[config.mk]
export PLATFORM = sky130hd
export DESIGN_NAME = rx_status_bank
export DESIGN_NICKNAME = d
export VERILOG_FILES = /design/src/verilog/rx_status_pkg.sv /design/src/verilog/rx_status_bank.sv /design/src/verilog/sticky_bits.sv
export SDC_FILE = /design/constraint.sdc
export NUM_CORES = 1
export LEC_CHECK = 0
export BUFFER_PORTS_ARGS = -buffer_cell sky130_fd_sc_hd__buf_4
export CORE_AREA = 2 2 143 89
export DETAILED_ROUTE_END_ITERATION = 6
export DIE_AREA = 0 0 145 91
export GPL_TIMING_DRIVEN = 0
export SYNTH_ARGS = -nofsm -noshare
export SYNTH_HDL_FRONTEND = slang
export SYNTH_SLANG_ARGS = --single-unit
[constraint.sdc]
create_clock -name i_sys_clk -period 4.37 [get_ports i_sys_clk]
set_input_delay 0.2185 -clock i_sys_clk [delete_from_list [all_inputs] [get_ports i_sys_clk]]
set_output_delay 0.2185 -clock i_sys_clk [all_outputs]
set_load 0.005 [all_outputs]
[src/verilog/rx_status_pkg.sv]
package rx_status_pkg;

	// register data width
	localparam int REG_W = 16;
	// register address width
	localparam int ADDR_W = 10;

	// register offsets
	localparam logic [9:0] RX_LIVE_STATUS_OFS = 10'h124;
	localparam logic [9:0] RX_COUNT_STATUS_OFS = 10'h126;
	localparam logic [9:0] RX_LATCHED_STATUS_OFS = 10'h128;
	localparam logic [9:0] RX_LATCHED_ERRORS_OFS = 10'h12a;

	// live status bit positions
	localparam int FORMAT_MISMATCH_BIT = 11;
	localparam int APP_ID_CHANNEL_BIT = 10;
	localparam int QUIET_SIGNAL_BIT = 9;
	localparam int UNFRAMED_ONES_BIT = 8;
	localparam int MULTIFRAME_OUT_BIT = 7;
	localparam int SEVERE_FRAME_BIT = 6;
	localparam int ALIGNMENT_CHANGE_BIT = 5;
	localparam int FRAME_FAILURE_BIT = 4;
	localparam int REMOTE_DEFECT_BIT = 3;
	localparam int ALARM_IND_BIT = 2;
	localparam int OUT_OF_FRAMING_BIT = 1;
	localparam int SIGNAL_ABSENT_BIT = 0;

	// live bits that latch on either edge (all used except 11 and 5)
	localparam logic [15:0] CHANGE_MASK = 16'h07df;
	// implemented bits of the live and first latched registers
	localparam logic [15:0] LIVE_MASK = 16'h0fdf;
	localparam logic [15:0] LATCH1_MASK = 16'h0fff;

	// count-status and second latched register bit positions
	localparam int CBIT_NZ_BIT = 3;
	localparam int FAR_BLOCK_NZ_BIT = 2;
	localparam int PBIT_NZ_BIT = 1;
	localparam int FRAMING_NZ_BIT = 0;
	localparam int CBIT_ERR_BIT = 11;
	localparam int FAR_BLOCK_ERR_BIT = 10;
	localparam int PBIT_ERR_BIT = 9;
	localparam int FRAMING_ERR_BIT = 8;

	// bits forced to zero in M23 mode, second latched register
	localparam logic [15:0] M23_ZERO_MASK = 16'h0c0c;
	// implemented bits of the second latched register
	localparam logic [15:0] LATCH2_MASK = 16'h0f0f;

	// framing error select encodings
	localparam logic [1:0] FE_SEL_OOF = 2'h0;
	localparam logic [1:0] FE_SEL_M_AND_F = 2'h1;
	localparam logic [1:0] FE_SEL_F_ONLY = 2'h2;
	localparam logic [1:0] FE_SEL_M_ONLY = 2'h3;

	// default width of the frame alignment word
	localparam int ALIGN_W_DEFAULT = 12;

endpackage

[src/verilog/rx_status_bank.sv]
`timescale 1ns/1ps

// Summary of operation
// - flag mismatch between programmed and received format
// - show received C11 format bit
// - show idle signal condition
// - show unframed all-ones condition
// - show out-of-multiframe condition
// - show severely errored frame condition
// - show loss-of-frame condition
// - show remote defect indication state
// - show alarm indication signal condition
// - show out-of-frame condition
// - show loss-of-signal condition
// - count bits follow counters being nonzero
// - M23 mode zeroes C-bit and far-end indicators
// - framing counter counts only selected event type
// - mismatch latch sets on rising edge only
// - change latches set on either edge
// - alignment latch sets on changed alignment load
// - error latches set on detected errors
// - framing error latch follows selected type
// - count latches set when count becomes nonzero
// - select codes: oof, m+f, f, m
// - framing count latch on nonzero rising
// - interrupt when latched, enabled, port enabled
module rx_status_bank #(
	parameter int ALIGN_W = rx_status_pkg::ALIGN_W_DEFAULT
) (
	input wire logic i_sys_clk,
	input wire logic i_rst,
	// register port
	input wire logic [rx_status_pkg::ADDR_W-1:0] i_addr,
	input wire logic i_wr,
	input wire logic i_rd,
	input wire logic [rx_status_pkg::REG_W-1:0] i_wdata,
	output logic [rx_status_pkg::REG_W-1:0] o_rdata,
	output logic o_rd_valid,
	// programmed framing format, 1 = C-bit, 0 = M23
	input wire logic i_cbit_mode,
	// framing error select field from the control register
	input wire logic [1:0] i_framing_err_count_select,
	// conditions from the receive frame processor
	input wire logic i_app_id_channel,
	input wire logic i_quiet_signal,
	input wire logic i_unframed_all_ones,
	input wire logic i_multiframe_out,
	input wire logic i_severe_errored_frame,
	input wire logic i_frame_alignment_failure,
	input wire logic i_remote_defect,
	input wire logic i_alarm_indication,
	input wire logic i_out_of_framing,
	input wire logic i_signal_absent,
	// frame alignment load strobe and value
	input wire logic i_align_load,
	input wire logic [ALIGN_W-1:0] i_align_value,
	// error detection pulses
	input wire logic i_cbit_parity_err,
	input wire logic i_far_block_err,
	input wire logic i_pbit_parity_err,
	input wire logic i_oof_event,
	input wire logic i_mbit_err,
	input wire logic i_fbit_err,
	// counter nonzero levels from the error counters
	input wire logic i_cbit_cnt_nz,
	input wire logic i_far_block_cnt_nz,
	input wire logic i_pbit_cnt_nz,
	input wire logic i_framing_cnt_nz,
	// interrupt enables kept outside this block
	input wire logic [rx_status_pkg::REG_W-1:0] i_status_int_en,
	input wire logic [rx_status_pkg::REG_W-1:0] i_errors_int_en,
	input wire logic i_port_int_en,
	// gated error pulses toward the counters
	output logic o_cbit_count_inc,
	output logic o_far_block_count_inc,
	output logic o_pbit_count_inc,
	output logic o_framing_count_inc,
	// live status word, also readable
	output logic [rx_status_pkg::REG_W-1:0] o_live_status,
	output logic o_int_req
);

	localparam int W = rx_status_pkg::REG_W;

	// alignment word must fit a sensible range
	initial begin
		if (ALIGN_W < 1 || ALIGN_W > 32) begin
			$error("ALIGN_W out of range");
		end
	end

	// registered live status word
	logic [W-1:0] live_q;
	// registered count-nonzero word
	logic [W-1:0] count_q;
	// previous live word for edge detection
	logic [W-1:0] live_prev_q;
	// previous count word for edge detection
	logic [W-1:0] count_prev_q;
	// edge detection armed after first sample
	logic armed_q;
	// first real sample taken since reset
	logic primed_q;
	// alignment currently in use
	logic [ALIGN_W-1:0] align_q;
	// an alignment has been loaded since reset
	logic align_valid_q;
	// latched outputs of the two sticky banks
	logic [W-1:0] latch1;
	logic [W-1:0] latch2;
	// set vectors for the sticky banks
	logic [W-1:0] set1;
	logic [W-1:0] set2;
	// write-one-to-clear vectors
	logic [W-1:0] clr1;
	logic [W-1:0] clr2;
	// forced zero for M23 mode
	logic [W-1:0] zero2;
	// combinational next values
	logic [W-1:0] live_d;
	logic [W-1:0] count_d;
	// selected framing error event
	logic framing_evt;
	// alignment differs from the one in use
	logic align_change;
	// m23 mode indicator
	logic m23_mode;
	// read data next value
	logic [W-1:0] rdata_d;

	assign m23_mode = ~i_cbit_mode;

	// assemble the live status word
	always_comb begin
		live_d = '0;
		live_d[rx_status_pkg::FORMAT_MISMATCH_BIT] = i_cbit_mode ^ i_app_id_channel;
		live_d[rx_status_pkg::APP_ID_CHANNEL_BIT] = i_app_id_channel;
		live_d[rx_status_pkg::QUIET_SIGNAL_BIT] = i_quiet_signal;
		live_d[rx_status_pkg::UNFRAMED_ONES_BIT] = i_unframed_all_ones;
		live_d[rx_status_pkg::MULTIFRAME_OUT_BIT] = i_multiframe_out;
		live_d[rx_status_pkg::SEVERE_FRAME_BIT] = i_severe_errored_frame;
		live_d[rx_status_pkg::FRAME_FAILURE_BIT] = i_frame_alignment_failure;
		live_d[rx_status_pkg::REMOTE_DEFECT_BIT] = i_remote_defect;
		live_d[rx_status_pkg::ALARM_IND_BIT] = i_alarm_indication;
		live_d[rx_status_pkg::OUT_OF_FRAMING_BIT] = i_out_of_framing;
		live_d[rx_status_pkg::SIGNAL_ABSENT_BIT] = i_signal_absent;
	end

	// assemble the count-nonzero word; m23 hides the C-bit pair
	always_comb begin
		count_d = '0;
		count_d[rx_status_pkg::CBIT_NZ_BIT] = i_cbit_cnt_nz & ~m23_mode;
		count_d[rx_status_pkg::FAR_BLOCK_NZ_BIT] = i_far_block_cnt_nz & ~m23_mode;
		count_d[rx_status_pkg::PBIT_NZ_BIT] = i_pbit_cnt_nz;
		count_d[rx_status_pkg::FRAMING_NZ_BIT] = i_framing_cnt_nz;
	end

	// pick the framing error event by the select field
	always_comb begin
		case (i_framing_err_count_select)
			rx_status_pkg::FE_SEL_OOF: begin
				framing_evt = i_oof_event;
			end
			rx_status_pkg::FE_SEL_M_AND_F: begin
				framing_evt = i_mbit_err | i_fbit_err;
			end
			rx_status_pkg::FE_SEL_F_ONLY: begin
				framing_evt = i_fbit_err;
			end
			rx_status_pkg::FE_SEL_M_ONLY: begin
				framing_evt = i_mbit_err;
			end
			default: begin
				framing_evt = 1'b0;
			end
		endcase
	end

	// live and count words sampled into flops
	always_ff @(posedge i_sys_clk or posedge i_rst) begin
		if (i_rst) begin
			live_q <= '0;
			count_q <= '0;
		end else begin
			live_q <= live_d;
			count_q <= count_d;
		end
	end

	// previous copies used by the edge detectors
	always_ff @(posedge i_sys_clk or posedge i_rst) begin
		if (i_rst) begin
			live_prev_q <= '0;
			count_prev_q <= '0;
			armed_q <= 1'b0;
			primed_q <= 1'b0;
		end else begin
			live_prev_q <= live_q;
			count_prev_q <= count_q;
			// history still holds reset zeros until the second edge,
			// so a condition already present is not reported as a change
			primed_q <= 1'b1;
			armed_q <= primed_q;
		end
	end

	// gated error pulses toward the external counters
	always_ff @(posedge i_sys_clk or posedge i_rst) begin
		if (i_rst) begin
			o_cbit_count_inc <= 1'b0;
			o_far_block_count_inc <= 1'b0;
			o_pbit_count_inc <= 1'b0;
			o_framing_count_inc <= 1'b0;
		end else begin
			// no C-bit or far-end counting in m23 mode
			o_cbit_count_inc <= i_cbit_parity_err & ~m23_mode;
			o_far_block_count_inc <= i_far_block_err & ~m23_mode;
			o_pbit_count_inc <= i_pbit_parity_err;
			o_framing_count_inc <= framing_evt;
		end
	end

	// alignment tracking; the first load has no predecessor to differ from
	always_ff @(posedge i_sys_clk or posedge i_rst) begin
		if (i_rst) begin
			align_q <= '0;
			align_valid_q <= 1'b0;
		end else if (i_align_load) begin
			align_q <= i_align_value;
			align_valid_q <= 1'b1;
		end
	end

	assign align_change = i_align_load & align_valid_q & (i_align_value != align_q);

	// set vector of the first latched register
	always_comb begin
		set1 = '0;
		if (armed_q) begin
			// either edge of the change-tracked live bits
			set1 = (live_q ^ live_prev_q) & rx_status_pkg::CHANGE_MASK;
			// mismatch latch takes the rising edge only
			set1[rx_status_pkg::FORMAT_MISMATCH_BIT] =
				live_q[rx_status_pkg::FORMAT_MISMATCH_BIT] &
				~live_prev_q[rx_status_pkg::FORMAT_MISMATCH_BIT];
		end
		set1[rx_status_pkg::ALIGNMENT_CHANGE_BIT] = align_change;
	end

	// set vector of the second latched register
	always_comb begin
		set2 = '0;
		set2[rx_status_pkg::CBIT_ERR_BIT] = i_cbit_parity_err;
		set2[rx_status_pkg::FAR_BLOCK_ERR_BIT] = i_far_block_err;
		set2[rx_status_pkg::PBIT_ERR_BIT] = i_pbit_parity_err;
		set2[rx_status_pkg::FRAMING_ERR_BIT] = framing_evt;
		if (armed_q) begin
			// zero-to-one of each count-nonzero bit
			set2[rx_status_pkg::CBIT_NZ_BIT] =
				count_q[rx_status_pkg::CBIT_NZ_BIT] & ~count_prev_q[rx_status_pkg::CBIT_NZ_BIT];
			set2[rx_status_pkg::FAR_BLOCK_NZ_BIT] =
				count_q[rx_status_pkg::FAR_BLOCK_NZ_BIT] & ~count_prev_q[rx_status_pkg::FAR_BLOCK_NZ_BIT];
			set2[rx_status_pkg::PBIT_NZ_BIT] =
				count_q[rx_status_pkg::PBIT_NZ_BIT] & ~count_prev_q[rx_status_pkg::PBIT_NZ_BIT];
			set2[rx_status_pkg::FRAMING_NZ_BIT] =
				count_q[rx_status_pkg::FRAMING_NZ_BIT] & ~count_prev_q[rx_status_pkg::FRAMING_NZ_BIT];
		end
	end

	// m23 mode pins the C-bit and far-end latches at zero
	assign zero2 = m23_mode ? rx_status_pkg::M23_ZERO_MASK : '0;

	// software write-one-to-clear decode
	always_comb begin
		clr1 = '0;
		clr2 = '0;
		if (i_wr) begin
			// writes to read-only words are ignored
			if (i_addr == rx_status_pkg::RX_LATCHED_STATUS_OFS) begin
				clr1 = i_wdata & rx_status_pkg::LATCH1_MASK;
			end
			if (i_addr == rx_status_pkg::RX_LATCHED_ERRORS_OFS) begin
				clr2 = i_wdata & rx_status_pkg::LATCH2_MASK;
			end
		end
	end

	// first latched register
	sticky_bits #(
		.W(W)
	) u_latched_status (
		.i_sys_clk(i_sys_clk),
		.i_rst(i_rst),
		.i_set(set1),
		.i_clr(clr1),
		.i_zero(~rx_status_pkg::LATCH1_MASK),
		.o_bits(latch1)
	);

	// second latched register
	sticky_bits #(
		.W(W)
	) u_latched_errors (
		.i_sys_clk(i_sys_clk),
		.i_rst(i_rst),
		.i_set(set2),
		.i_clr(clr2),
		.i_zero(zero2 | ~rx_status_pkg::LATCH2_MASK),
		.o_bits(latch2)
	);

	// read multiplexer; unmapped offsets read as zero
	always_comb begin
		case (i_addr)
			rx_status_pkg::RX_LIVE_STATUS_OFS: begin
				rdata_d = live_q;
			end
			rx_status_pkg::RX_COUNT_STATUS_OFS: begin
				rdata_d = count_q;
			end
			rx_status_pkg::RX_LATCHED_STATUS_OFS: begin
				rdata_d = latch1;
			end
			rx_status_pkg::RX_LATCHED_ERRORS_OFS: begin
				rdata_d = latch2;
			end
			default: begin
				rdata_d = '0;
			end
		endcase
	end

	// read data held until the next read
	always_ff @(posedge i_sys_clk or posedge i_rst) begin
		if (i_rst) begin
			o_rdata <= '0;
		end else if (i_rd) begin
			o_rdata <= rdata_d;
		end
	end

	// one-cycle marker that o_rdata is fresh
	always_ff @(posedge i_sys_clk or posedge i_rst) begin
		if (i_rst) begin
			o_rd_valid <= 1'b0;
		end else begin
			o_rd_valid <= i_rd;
		end
	end

	// live word mirrored for the rest of the framer
	assign o_live_status = live_q;

	// interrupt request; registered so it cannot glitch
	always_ff @(posedge i_sys_clk or posedge i_rst) begin
		if (i_rst) begin
			o_int_req <= 1'b0;
		end else begin
			o_int_req <= i_port_int_en &
				(|(latch1 & i_status_int_en) | |(latch2 & i_errors_int_en));
		end
	end

endmodule

[src/verilog/sticky_bits.sv]
`timescale 1ns/1ps

// bank of write-one-to-clear sticky bits; set beats clear
module sticky_bits #(
	parameter int W = 16
) (
	input wire logic i_sys_clk,
	input wire logic i_rst,
	input wire logic [W-1:0] i_set,
	input wire logic [W-1:0] i_clr,
	input wire logic [W-1:0] i_zero,
	output logic [W-1:0] o_bits
);

	// set wins over a same-cycle clear, forced zero wins over both
	always_ff @(posedge i_sys_clk or posedge i_rst) begin
		if (i_rst) begin
			o_bits <= '0;
		end else begin
			o_bits <= ((o_bits & ~i_clr) | i_set) & ~i_zero;
		end
	end

endmodule
### Yosys cells after proc, flatten, opt, wreduce, memory -nomap -nowiden

Cells that the tools add are included.
Widths: inputs -> output; s select.

| operators by class | value |
|---|---|
| equal/unequal tests | 8 |
| mux-type cells | 9 |
| bitwise operators | 31 |
| reductions and logical operators | 3 |

Operators with widths:

| cell | number |
|---|---|
| $mux 12 | 6 |
| $pmux 16 s4 | 1 |
| $and 16x16->16 | 3 |
| $eq 10x9->1 const B | 4 |
| $reduce_or 16->1 | 2 |
| $and 12x16->16 | 1 |
| $not 12->16 | 1 |
| $not 16->16 | 1 |
| $or 16x12->16 | 1 |
| $and 1x1->1 | 12 |
| $and 12x12->12 | 1 |
| $ne 12x12->1 | 1 |
| $not 12->12 | 1 |
| $or 12x12->12 | 1 |
| $xor 11x11->11 | 1 |
| $not 1->1 | 5 |
| $eq 2x2->1 const B | 2 |
| $mux 4 | 1 |
| $pmux 1 s4 | 1 |
| $eq 2x1->1 const B | 1 |
| $logic_not 2->1 | 1 |
| $or 1x1->1 | 2 |
| $xor 1x1->1 | 1 |

| storage, ports and cells | value |
|---|---|
| register bits | 95 |
| input port bits | 99 |
| output and inout bits | 38 |
| word-level logic and storage cells | 68 |

### Logic depth before layout (Yosys ltp)

Gate-level depths: netlist of run 1.

| logic depth | value |
|---|---|
| depth in word-level cells | 7 |
| mapped depth | 5 |
| gate-level depth less buffers | 4 |

### By module

A second synthesis of run 1 with hierarchy kept.

| unflattened totals | value |
|---|---|
| cells, all modules | 421 |
| area, all modules | 4858.4 um2 |

By module, submodules not included:

| module | times used | cells an instance | area an instance (um2) | sequential area each (um2) |
|---|---|---|---|---|
| rx_status_bank | 1 | 291 | 3209.3 | 1676.6 |
| sticky_bits | 2 | 65 | 824.5 | 400.4 |

### Worst setup path before layout of run 1

Ideal clock, no wire load.

| path | value |
|---|---|
| kind | in2reg |
| start | input port i_addr[4] (netlist bit) |
| end | register o_rdata[10] (netlist bit) |
| setup time | 0.064 ns |
| arrival time | 1.594 ns |
| data required time | 4.306 ns |
| path slack | 2.712 ns |
| cell stages on the path | 5 |
| buffers on the path | 1 |
| cells stage by stage | or4b_4 -> or4_1 -> clkbuf_2 -> nor2_1 -> a221o_2 |

| on the way | value |
|---|---|
| longest elaborated chain between the ends | 2 |
| elaborated cells between the ends (all ways) | 5 |
| classes of those cells | eq/ne: 4; mux: 1 |

Ends and longest elaborated chain:

| what | RTL line | source |
|---|---|---|
| start: declaration | rx_status_bank.sv:33 | `input wire logic [rx_status_pkg::ADDR_W-1:0] i_addr,` |
| $eq 10x9->1 | rx_status_bank.sv:314 | `case (i_addr)` |
| $pmux 16 s4 (*) | rx_status_bank.sv:314 |  |
| end signal: assignment | rx_status_bank.sv:338 | `o_rdata <= rdata_d;` |
| end: declaration | rx_status_bank.sv:37 | `output logic [rx_status_pkg::REG_W-1:0] o_rdata,` |

Every way passes the cells marked *; elsewhere a longest branch is shown, timed or not.
A chain may end at the register's enable or synchronous reset.

### Final worst setup path of run 1

| path | value |
|---|---|
| start | input port i_addr[4] (netlist bit) |
| end | register u_latched_status.o_bits[2] |

| on the way | value |
|---|---|
| longest elaborated chain between the ends | 6 |

Ends and longest elaborated chain:

| what | RTL line | source |
|---|---|---|
| $eq 10x9->1 | rx_status_bank.sv:279 | `if (i_addr == rx_status_pkg::RX_LATCHED_STATUS_OFS) begin` |
| $mux 12 | rx_status_bank.sv:279 |  |
| $mux 12 | rx_status_bank.sv:277 | `if (i_wr) begin` |
| $not 12->12 | sticky_bits.sv:20 | `o_bits <= ((o_bits & ~i_clr) \| i_set) & ~i_zero;` |
| $and 12x12->12 | sticky_bits.sv:20 |  |
| $or 12x12->12 | sticky_bits.sv:20 |  |
| end signal: assignment | sticky_bits.sv:20 |  |
| end: declaration | sticky_bits.sv:12 | `output logic [W-1:0] o_bits` |

No other way between the ends.

==> results of run 1 <==
worst register-to-register path, stage by stage (launching register included):
cell	delay [ns]
dfrtp_1	0.41
a22o_1	0.24
a221oi_1	0.31
nand3_1	0.13
o21a_1	0.21
state kept, by name, indices dropped and copies added (netlist names), 4 cells and up:
signal                   cells
o_rdata                     12
u_latched_errors.o_bits      8
u_latched_status.o_bits     12
count_q                      4
count_prev_q                 4
live_prev_q                 11
align_q                     12
o_live_status               11
cell families after synthesis:
family,count (synthesis),synth area share (%)
simple gates,66,11.1
buf+inv,23,3.72
mux,21,6.44
flops,83,59.4
other cells,2,0.215
compound gates,63,13.1
xor+xnor,24,6.01
cell type report:
| cell class | count | area [um2] |
|---|---|---|
| clock inverter | 7 | 82.6 |
| tap | 165 | 206 |
| fill | 1116 | 6790 |
| sequential | 83 | 2080 |
| clock buffer | 9 | 225 |
| multi-input combinational | 184 | 1320 |
| timing repair buffer | 125 | 993 |
| inverter | 6 | 25.0 |
| buffer | 17 | 108 |
per-stage QoR:
step | hold WS [ns] | instances | instance area [um2]
floorplan | 0.250 | 290 | 3530
global placement | 0.328 | 565 | 4560
detailed placement | 0.307 | 566 | 4590
CTS | 0.0332 | 596 | 5040
global route | 0.0350 | 596 | 5040
finish | 0.0435 | 596 | 5040
worst min-delay path by stage:
stage / startpoint / end / slack (ns) / depth (start not counted)
final: i_rd / o_rd_valid / 0.04 / 1
after global routing: i_rd / o_rd_valid / 0.03 / 1
after CTS: i_rd / o_rd_valid / 0.03 / 1
after detailed placement: i_rst / o_live_status[7] / 0.31 / 2
after global placement: i_severe_errored_frame / o_live_status[6] / 0.33 / 1
after floorplan: i_framing_cnt_nz / count_q[0] / 0.25 / 0
power breakdown:
part           total (mW)  switching (mW)  internal [mW]
registers           0.825          0.0243          0.801
clock network       0.778           0.327          0.452
logic               0.202          0.0852          0.117
total                1.81           0.436           1.37
cell usage in the layout, fill, tap and decap left out, types with 2 or more instances in the layout:
| cell type | synthesis | routed |
|---|---|---|
| buf_4 | 9 | 119 |
| dfrtp_1 | 83 | 83 |
| nand2_1 | 19 | 19 |
| o21ai_0 | 15 | 15 |
| a22o_1 | 14 | 14 |
| dlygate4sd3_1 | 0 | 14 |
| xnor2_1 | 13 | 13 |
| mux2_2 | 12 | 12 |
| a22oi_1 | 11 | 11 |
| xor2_1 | 11 | 11 |
| conb_1 | 2 | 10 |
| mux2i_1 | 9 | 9 |
| nand3_1 | 9 | 9 |
| clkbuf_16 | 0 | 9 |
| clkbuf_1 | 6 | 6 |
| inv_1 | 6 | 5 |
| nand4_1 | 5 | 5 |
| a21oi_1 | 5 | 5 |
| nand3b_1 | 4 | 4 |
| o22ai_1 | 4 | 4 |
| o2bb2ai_1 | 4 | 4 |
| nor3_1 | 4 | 4 |
| nor2_1 | 4 | 4 |
| a221o_2 | 4 | 4 |
| and2_1 | 4 | 4 |
| or2_2 | 3 | 3 |
| and3b_1 | 3 | 3 |
| a221oi_1 | 3 | 3 |
| clkinvlp_4 | 0 | 2 |
| inv_6 | 0 | 2 |
per-layer routing:
layer	track usage, %	share of wire, %	vias to the layer above
li1	-	-	1290
met1	21.5	49	1339
met3	5.58	8.2	7
met5	0	0	-
met4	2.97	0.60	0
met2	22.9	43	113
repair_timing:
action                                  4_1_cts  5_1_grt
hold endpoints to repair                     51        0
hold buffers                                 14        0
endpoints found under the setup margin        0        0
==> reports/qor.txt, run 1 <==
flop2flop setup slack -> 2.97 ns
Crit path largest cell delay -> 0.59 ns
total die area -> 13,200 um2
Root Driver -> clkbuf_16
Crit path required time -> 4.60 ns
# rows -> 31
Post-DRT Antenna Nets -> 0
Setup crit start kind -> primary input
Max VDD drop -> 0.000197 V
dpl hpwl -> 7700 um
Resize count post-CTS -> 0
Die Span X -> 145 um
Max FO, Critical Path -> 7
delay-heaviest family, CP -> simple AND/OR/NAND/NOR gates
Yosys reg bits -> 83
FF-to-FF End -> o_int_req
TritonCTS Sinks -> 83
Final Power -> 1.81 mW
status -> finished clean
# port buffers -> 110
Crit path depth -> 5
crit path cell chain -> buf_4 > or4b_4 > nor4_4 > nand2_1 > a22o_1
final worst slack -> 2.69 ns
fin util -> 42.6%
number of antenna repair diodes -> 0
endpoints failing setup -> 0
vias in the first global route -> 2,842
vias post-DR -> 2,749
synth warn -> 0
core area -> 11,800 um2
Synth area leaders -> dfrtp_1 (59%), mux2_2 (3.9%), a22o_1 (3.5%)
crit path to -> u_latched_status.o_bits[2]
dpl ws -> 2.34 ns
count leader, synth -> dfrtp_1
max-slew violations -> 0
initial antenna violation count -> 0
max-cap viol count -> 0
gr usage total -> 15.3%
Post-synth top flop -> dfrtp_1
Worst Setup End Kind -> flip-flop
final WL -> 10,000 um
Initial Util -> 29.6%
CP Buf/Inv Count -> 1
final hold vios -> 0
Detailed Route Iter0 Violations -> 152
Worst Reg2Reg Path Length in Cells -> 4
setup bufs post-CTS -> 0
post-synth top area cell -> dfrtp_1
Peak Freq -> 595 MHz
Nets -> 525
CTS clk-pin slew, worst paths -> 0.07 ns
register area share after synthesis -> 59.4%
number of flops mapped to enable cells by yosys -> 0
total CTS buffers -> 9
ratio of cells with drive above 1 in the final layout -> 37.1%
Post-synth ARST share -> 100%
routed vias/inst -> 4.61
Cell Area, Synth -> 3500 um2
Mean Syn Cell Area -> 12.4 um2
Setup Skew -> 0.00733 ns
max_slew headroom -> 52.7%
PD cells -> 358 nW/um2
worst path arrival time -> 1.91 ns
worst-skew pair later-pin latency -> 0.34 ns
clock buffer depth -> 2
setup TNS -> 0 ns
Synth cell types -> 42
H-tree depth -> 3
RSZ-0062 raised after global routing -> false
Worst Setup SP -> i_addr[4]
global placer's final weighted congestion -> 0.845
CTS tree -> yes
largest net degree at the start of global routing -> 46
Ports -> 137
Area growth syn-to-layout -> 44.0%
Synth Instances -> 282
Worst-Margin Slew -> 0.702 ns
Slowest cell on crit path -> nor4_4
DR WL/cell -> 16.8 um
fin crit period -> 1.68 ns
drt first pass iters -> 4
crit share post-route -> 38.5%
DR DRC count -> 0
leakage power -> 2.25 nW
Die Ht -> 91 um
first-pass GRT wire length -> 15,500 um
Commonest cells post-synth -> dfrtp_1 (83), nand2_1 (19), o21ai_0 (15), a22o_1 (14), xnor2_1 (13)
total gr overflow -> 0
share of the synthesized area in the top cell type -> 59.4%
Hold Path Class -> in2reg
Worst Setup Path Type -> in2reg
r2r startpoint -> u_latched_errors.o_bits[11]
Note: power is estimated with default switching activity, not from simulation.
==> run 2, diff against run 1 <==
==> constraint.sdc (replaced) <==
create_clock -name i_sys_clk -period 1.3 [get_ports i_sys_clk]
set_input_delay 0.065 -clock i_sys_clk [delete_from_list [all_inputs] [get_ports i_sys_clk]]
set_output_delay 0.065 -clock i_sys_clk [all_outputs]
set_load 0.005 [all_outputs]
==> run 2 against run 1 <==
  * The flow now finishes with violations (negative setup slack)
  * Final cell count is 4.2% higher
  * Clock power increased to 3.5 times the previous value
  * Global-route usage rose by 1.1 points
  * Combinational power rose to 3.7 times the previous value
  * Routed wire length increased by 4.6%
  * First-iteration DRC count fell by 16%
  * Non-clock buffer count increased by 24
  * Final area up 6.1%
  * Via count up 4.3%
  * Clock skew about the same
  * Power grew to 3.5 times the previous value
  * Count of clock-buffer cells in the layout unchanged
  * Critical endpoint is now o_int_req
==> reports/qor.txt, run 2 (synthesis gave the netlist of run 1 again) <==
PD cells -> 1180 nW/um2
final hold vios -> 0
final worst slack -> -0.00241 ns
largest net degree at the start of global routing -> 31
drt first pass iters -> 4
dpl ws -> -0.392 ns
most frequent cells in the layout -> buf_4 (123), dfrtp_1 (83), dlygate4sd3_1 (33)
violated checks -> negative setup slack
Initial Util -> 29.6%
Die Span X -> 145 um
Nets -> 550
vias post-DR -> 2,867
vias in the first global route -> 3,020
Top Registers -> align_q: 12 flops, o_rdata: 12 flops, u_latched_status.o_bits: 12 flops
total CTS buffers -> 9
fin crit period -> 1.30 ns
DR WL/cell -> 16.9 um
total die area -> 13,200 um2
endpoints failing setup -> 1
most common cell after layout, fill and taps aside -> buf_4
first-pass GRT wire length -> 16,500 um
dpl hpwl -> 7790 um
Worst Setup End Kind -> flip-flop
Worst-Margin Slew -> 0.731 ns
CTS tree -> yes
Crit path required time -> 1.53 ns
Die Ht -> 91 um
crit path cell chain -> a22o_1 > a221oi_2 > nand4_1 > o21a_1
Worst Min Path Start -> i_wdata[5]
number of placed instances, taps included -> 567
TritonCTS Sinks -> 83
number of antenna repair diodes -> 0
RSZ-0062 raised after global routing -> true
Layout Cells excl Fill -> 621
worst path arrival time -> 1.53 ns
Setup crit start kind -> flip-flop
Post-DRT Antenna Nets -> 0
clock buffer depth -> 2
Root Driver -> clkbuf_16
max-slew violations -> 0
Hold Path Class -> in2reg
crit share post-route -> 100%
Area growth syn-to-layout -> 52.8%
worst-skew pair later-pin latency -> 0.34 ns
core area -> 11,800 um2
Worst Setup Path Type -> reg2reg
Max FO, Critical Path -> 3
CTS clk-pin slew, worst paths -> 0.06 ns
Ports -> 137
DR DRC count -> 0
max_slew headroom -> 51.0%
multi-input logic area -> 1360 um2
Crit path largest cell delay -> 0.40 ns
total gr overflow -> 0
Peak Freq -> 768 MHz
ratio of cells with drive above 1 in the final layout -> 38.6%
routed vias/inst -> 4.62
Slowest cell on crit path -> dfrtp_1
Fillers -> 1,066
status -> complete, but fails checks
Reg area -> 2080 um2
Worst Setup SP -> u_latched_status.o_bits[11]
Detailed Route Iter0 Violations -> 128
r2r startpoint -> u_latched_status.o_bits[11]
leakage power -> 2.38 nW
global placer's final weighted congestion -> 0.810
# port buffers -> 110
# rows -> 31
max-cap viol count -> 0
gr usage total -> 16.4%
H-tree depth -> 3
Setup Skew -> 0.00699 ns
final WL -> 10,500 um
Max VDD drop -> 0.000536 V
initial antenna violation count -> 0
-- run 2: timing repair --
action,in CTS,in global routing
gates resized for setup,2,14
pin swaps,1,2
endpoints found under the setup margin,8,42
gates cloned,0,1
endpoints found under the hold margin,63,0
hold buffers,33,0
buffers inserted,2,2
-- run 2: area by class of cell --
class | instances | area share [%]
Sequential cell | 83 | 38.9
Multi-Input combinational cell | 184 | 25.4
Timing Repair Buffer | 149 | 22.9
Clock buffer | 9 | 4.21
Tap cell | 165 | 3.86
Buffer | 17 | 2.22
Clock inverter | 7 | 1.87
Inverter | 6 | 0.492
Timing Repair inverter | 1 | 0.0936
-- run 2: final timing paths --
check                                               to  slack, ns  cells past startpoint
min                         u_latched_status.o_bits[5]       0.02                      3
max in group asynchronous  u_latched_errors.o_bits[11]       0.31                      5
min reg2reg                                    armed_q       0.36                      0
min in group asynchronous               live_prev_q[7]       0.31                      3
max reg2reg                                  o_int_req     -0.002                      4
max                                          o_int_req     -0.002                      4
-- run 2: power by group --
group	switching, mW	internal [mW]
clock	1.06	1.70
sequential	0.0839	2.69
combinational	0.309	0.437
-- run 2: metal layers --
metal / vias up / track usage [%] / part of all wire [%]
li1: 1349 / - / -
met2: 102 / 25.7 / 45
met5: - / 0 / 0
met4: 0 / 2.97 / 0.68
met3: 8 / 5.73 / 7.2
met1: 1408 / 22.3 / 47
-- run 2: per-stage QoR --
stage                     hold WS (ns)  power, mW  cell area (um2)  TNS [ns]  util (%)
final                           0.0175       6.28             5350  -0.00241      45.2
after CTS                       0.0119       6.35             5280         0      44.7
after detailed placement         0.176       3.48             4600     -8.39      38.9
after global placement           0.174       3.45             4560    -33.58      38.6
after floorplan                 0.0964       3.10             3530    -0.755         -
after global routing            0.0211       6.57             5350   -0.0399      45.2
-- run 2: critical path, delay by kind of cell, from the launching register on --
family | cells | cell delay [ns]
flip-flops | 1 | 0.40
AND/OR/NAND/NOR | 1 | 0.15
AO/OA/AOI/OAI | 3 | 0.65
==> run 3, diff against run 2 <==
--- a/config.mk
+++ b/config.mk
@@ -10,6 +10,8 @@
 export DETAILED_ROUTE_END_ITERATION = 6
 export DIE_AREA = 0 0 145 91
 export GPL_TIMING_DRIVEN = 0
+export MAX_ROUTING_LAYER = met4
+export RECOVER_POWER = 25
 export SYNTH_ARGS = -nofsm -noshare
 export SYNTH_HDL_FRONTEND = slang
 export SYNTH_SLANG_ARGS = --single-unit
==> run 3 against run 2 <==
  * The run now ends clean
  * Critical path depth unchanged
  * Die area unchanged
  * Global-route usage up 0.49 points
  * Via count down 0.52%
  * Fmax up 1.1%
  * Final area down 0.35%
  * Critical path type unchanged
  * Largest power group unchanged
  * Highest routed layer unchanged
==> reports/qor.txt, run 3 (synthesis gave the netlist of run 1 again) <==
status -> finished clean
Layout Cells excl Fill -> 621
H-tree depth -> 3
vias post-DR -> 2,852
worst path arrival time -> 1.52 ns
Post-DRT Antenna Nets -> 0
vias in the first global route -> 3,017
Hold Path Class -> in2reg
Nets -> 550
fin crit period -> 1.29 ns
total CTS buffers -> 9
CTS clk-pin slew, worst paths -> 0.07 ns
crit share post-route -> 99.1%
clock buffer depth -> 2
PD cells -> 1180 nW/um2
Max VDD drop -> 0.000535 V
Die Span X -> 145 um
worst-skew pair later-pin latency -> 0.34 ns
setup TNS -> 0 ns
Initial Util -> 29.6%
DR DRC count -> 0
Setup crit start kind -> flip-flop
dpl hpwl -> 7790 um
Root Driver -> clkbuf_16
Worst-Margin Slew -> 0.752 ns
Ports -> 137
gr usage total -> 16.9%
Worst Setup Path Type -> reg2reg
CTS tree -> yes
routed vias/inst -> 4.59
leakage power -> 2.36 nW
Peak Freq -> 776 MHz
final WL -> 10,400 um
total gr overflow -> 0
largest net degree at the start of global routing -> 31
Detailed Route Iter0 Violations -> 120
# rows -> 31
initial antenna violation count -> 0
max_slew headroom -> 49.6%
Worst Setup End Kind -> flip-flop
Top Registers -> align_q: 12 flops, o_rdata: 12 flops, u_latched_status.o_bits: 12 flops
max-cap viol count -> 0
most frequent cells in the layout -> buf_4 (106), dfrtp_1 (83), dlygate4sd3_1 (33)
drt first pass iters -> 4
Crit path required time -> 1.53 ns
number of antenna repair diodes -> 0
Max FO, Critical Path -> 3
core area -> 11,800 um2
total die area -> 13,200 um2
# port buffers -> 110
number of placed instances, taps included -> 567
Hold WS -> 0.0177 ns
Fillers -> 1,073
Area growth syn-to-layout -> 52.3%
Die Ht -> 91 um
final hold vios -> 0
RSZ-0062 raised after global routing -> true
first-pass GRT wire length -> 16,500 um
fin util -> 45.0%
max-slew violations -> 0
DR WL/cell -> 16.8 um
Setup Skew -> 0.00833 ns
TritonCTS Sinks -> 83
ratio of cells with drive above 1 in the final layout -> 37.5%
global placer's final weighted congestion -> 0.822
endpoints failing setup -> 0
flop2flop setup slack -> 0.01 ns
most common cell after layout, fill and taps aside -> buf_4
-- run 3: worst max-delay path, stage by stage, from the launching register on --
cell and delay (ns):
dfrtp_1 0.40, a22o_1 0.23, a221oi_2 0.22, nand4_1 0.14
o21a_1 0.18
-- run 3: layer usage --
| metal | vias to the layer above | global-route usage [%] | part of all wire, % |
|---|---|---|---|
| li1 | 1352 | - | - |
| met1 | 1400 | 22.6 | 48 |
| met2 | 94 | 25.8 | 46 |
| met3 | 6 | 4.87 | 6.3 |
| met4 | 0 | 3.47 | 0.45 |
| met5 | - | - | 0 |
-- run 3: area by class of cell --
cell class	count	area, um2	area share (%)
well taps	165	206	3.88
repair buffers	149	1210	22.7
clock inverters	7	100	1.88
repair inverters	1	5.00	0.0940
clock buffers	9	225	4.23
inverters	6	26.3	0.493
flip-flops and latches	83	2080	39.0
plain buffers	17	119	2.23
multi-input cells	184	1360	25.5
-- run 3: report_power, final --
group / total [mW] / leakage (nW) / internal [mW] / switching, mW
combinational: 0.737 / 1.24 / 0.428 / 0.309
sequential: 2.78 / 0.959 / 2.69 / 0.0828
clock: 2.76 / 0.160 / 1.70 / 1.07
total: 6.28 / 2.36 / 4.82 / 1.46
-- run 3: final timing paths --
path / start / to / cells after the start
worst max-delay path: u_latched_status.o_bits[11] / o_int_req / 4
worst min-delay path: i_wdata[5] / u_latched_status.o_bits[5] / 3
worst max register to register: u_latched_status.o_bits[11] / o_int_req / 4
worst min register to register: primed_q / armed_q / 0
max in group asynchronous: i_rst / u_latched_errors.o_bits[11] / 5
min in group asynchronous: i_rst / live_prev_q[7] / 3
-- run 3: timing repair --
action / 4_1_cts / 5_1_grt
setup endpoints to repair: 8 / 42
resized for setup: 2 / 14
hold buffers: 33 / 0
setup buffers: 2 / 2
pin swaps: 1 / 2
cloned: 0 / 1
hold endpoints to repair: 63 / 0
-- run 3: through the flow --
step	setup slack (ns)	instance area, um2	power, mW
2_1_floorplan	-0.118	3530	3.10
3_3_place_gp	-0.358	4560	3.45
3_5_place_dp	-0.392	4600	3.48
4_1_cts	0.00195	5280	6.35
5_1_grt	-0.0253	5330	6.56
6_report	0.0114	5330	6.28
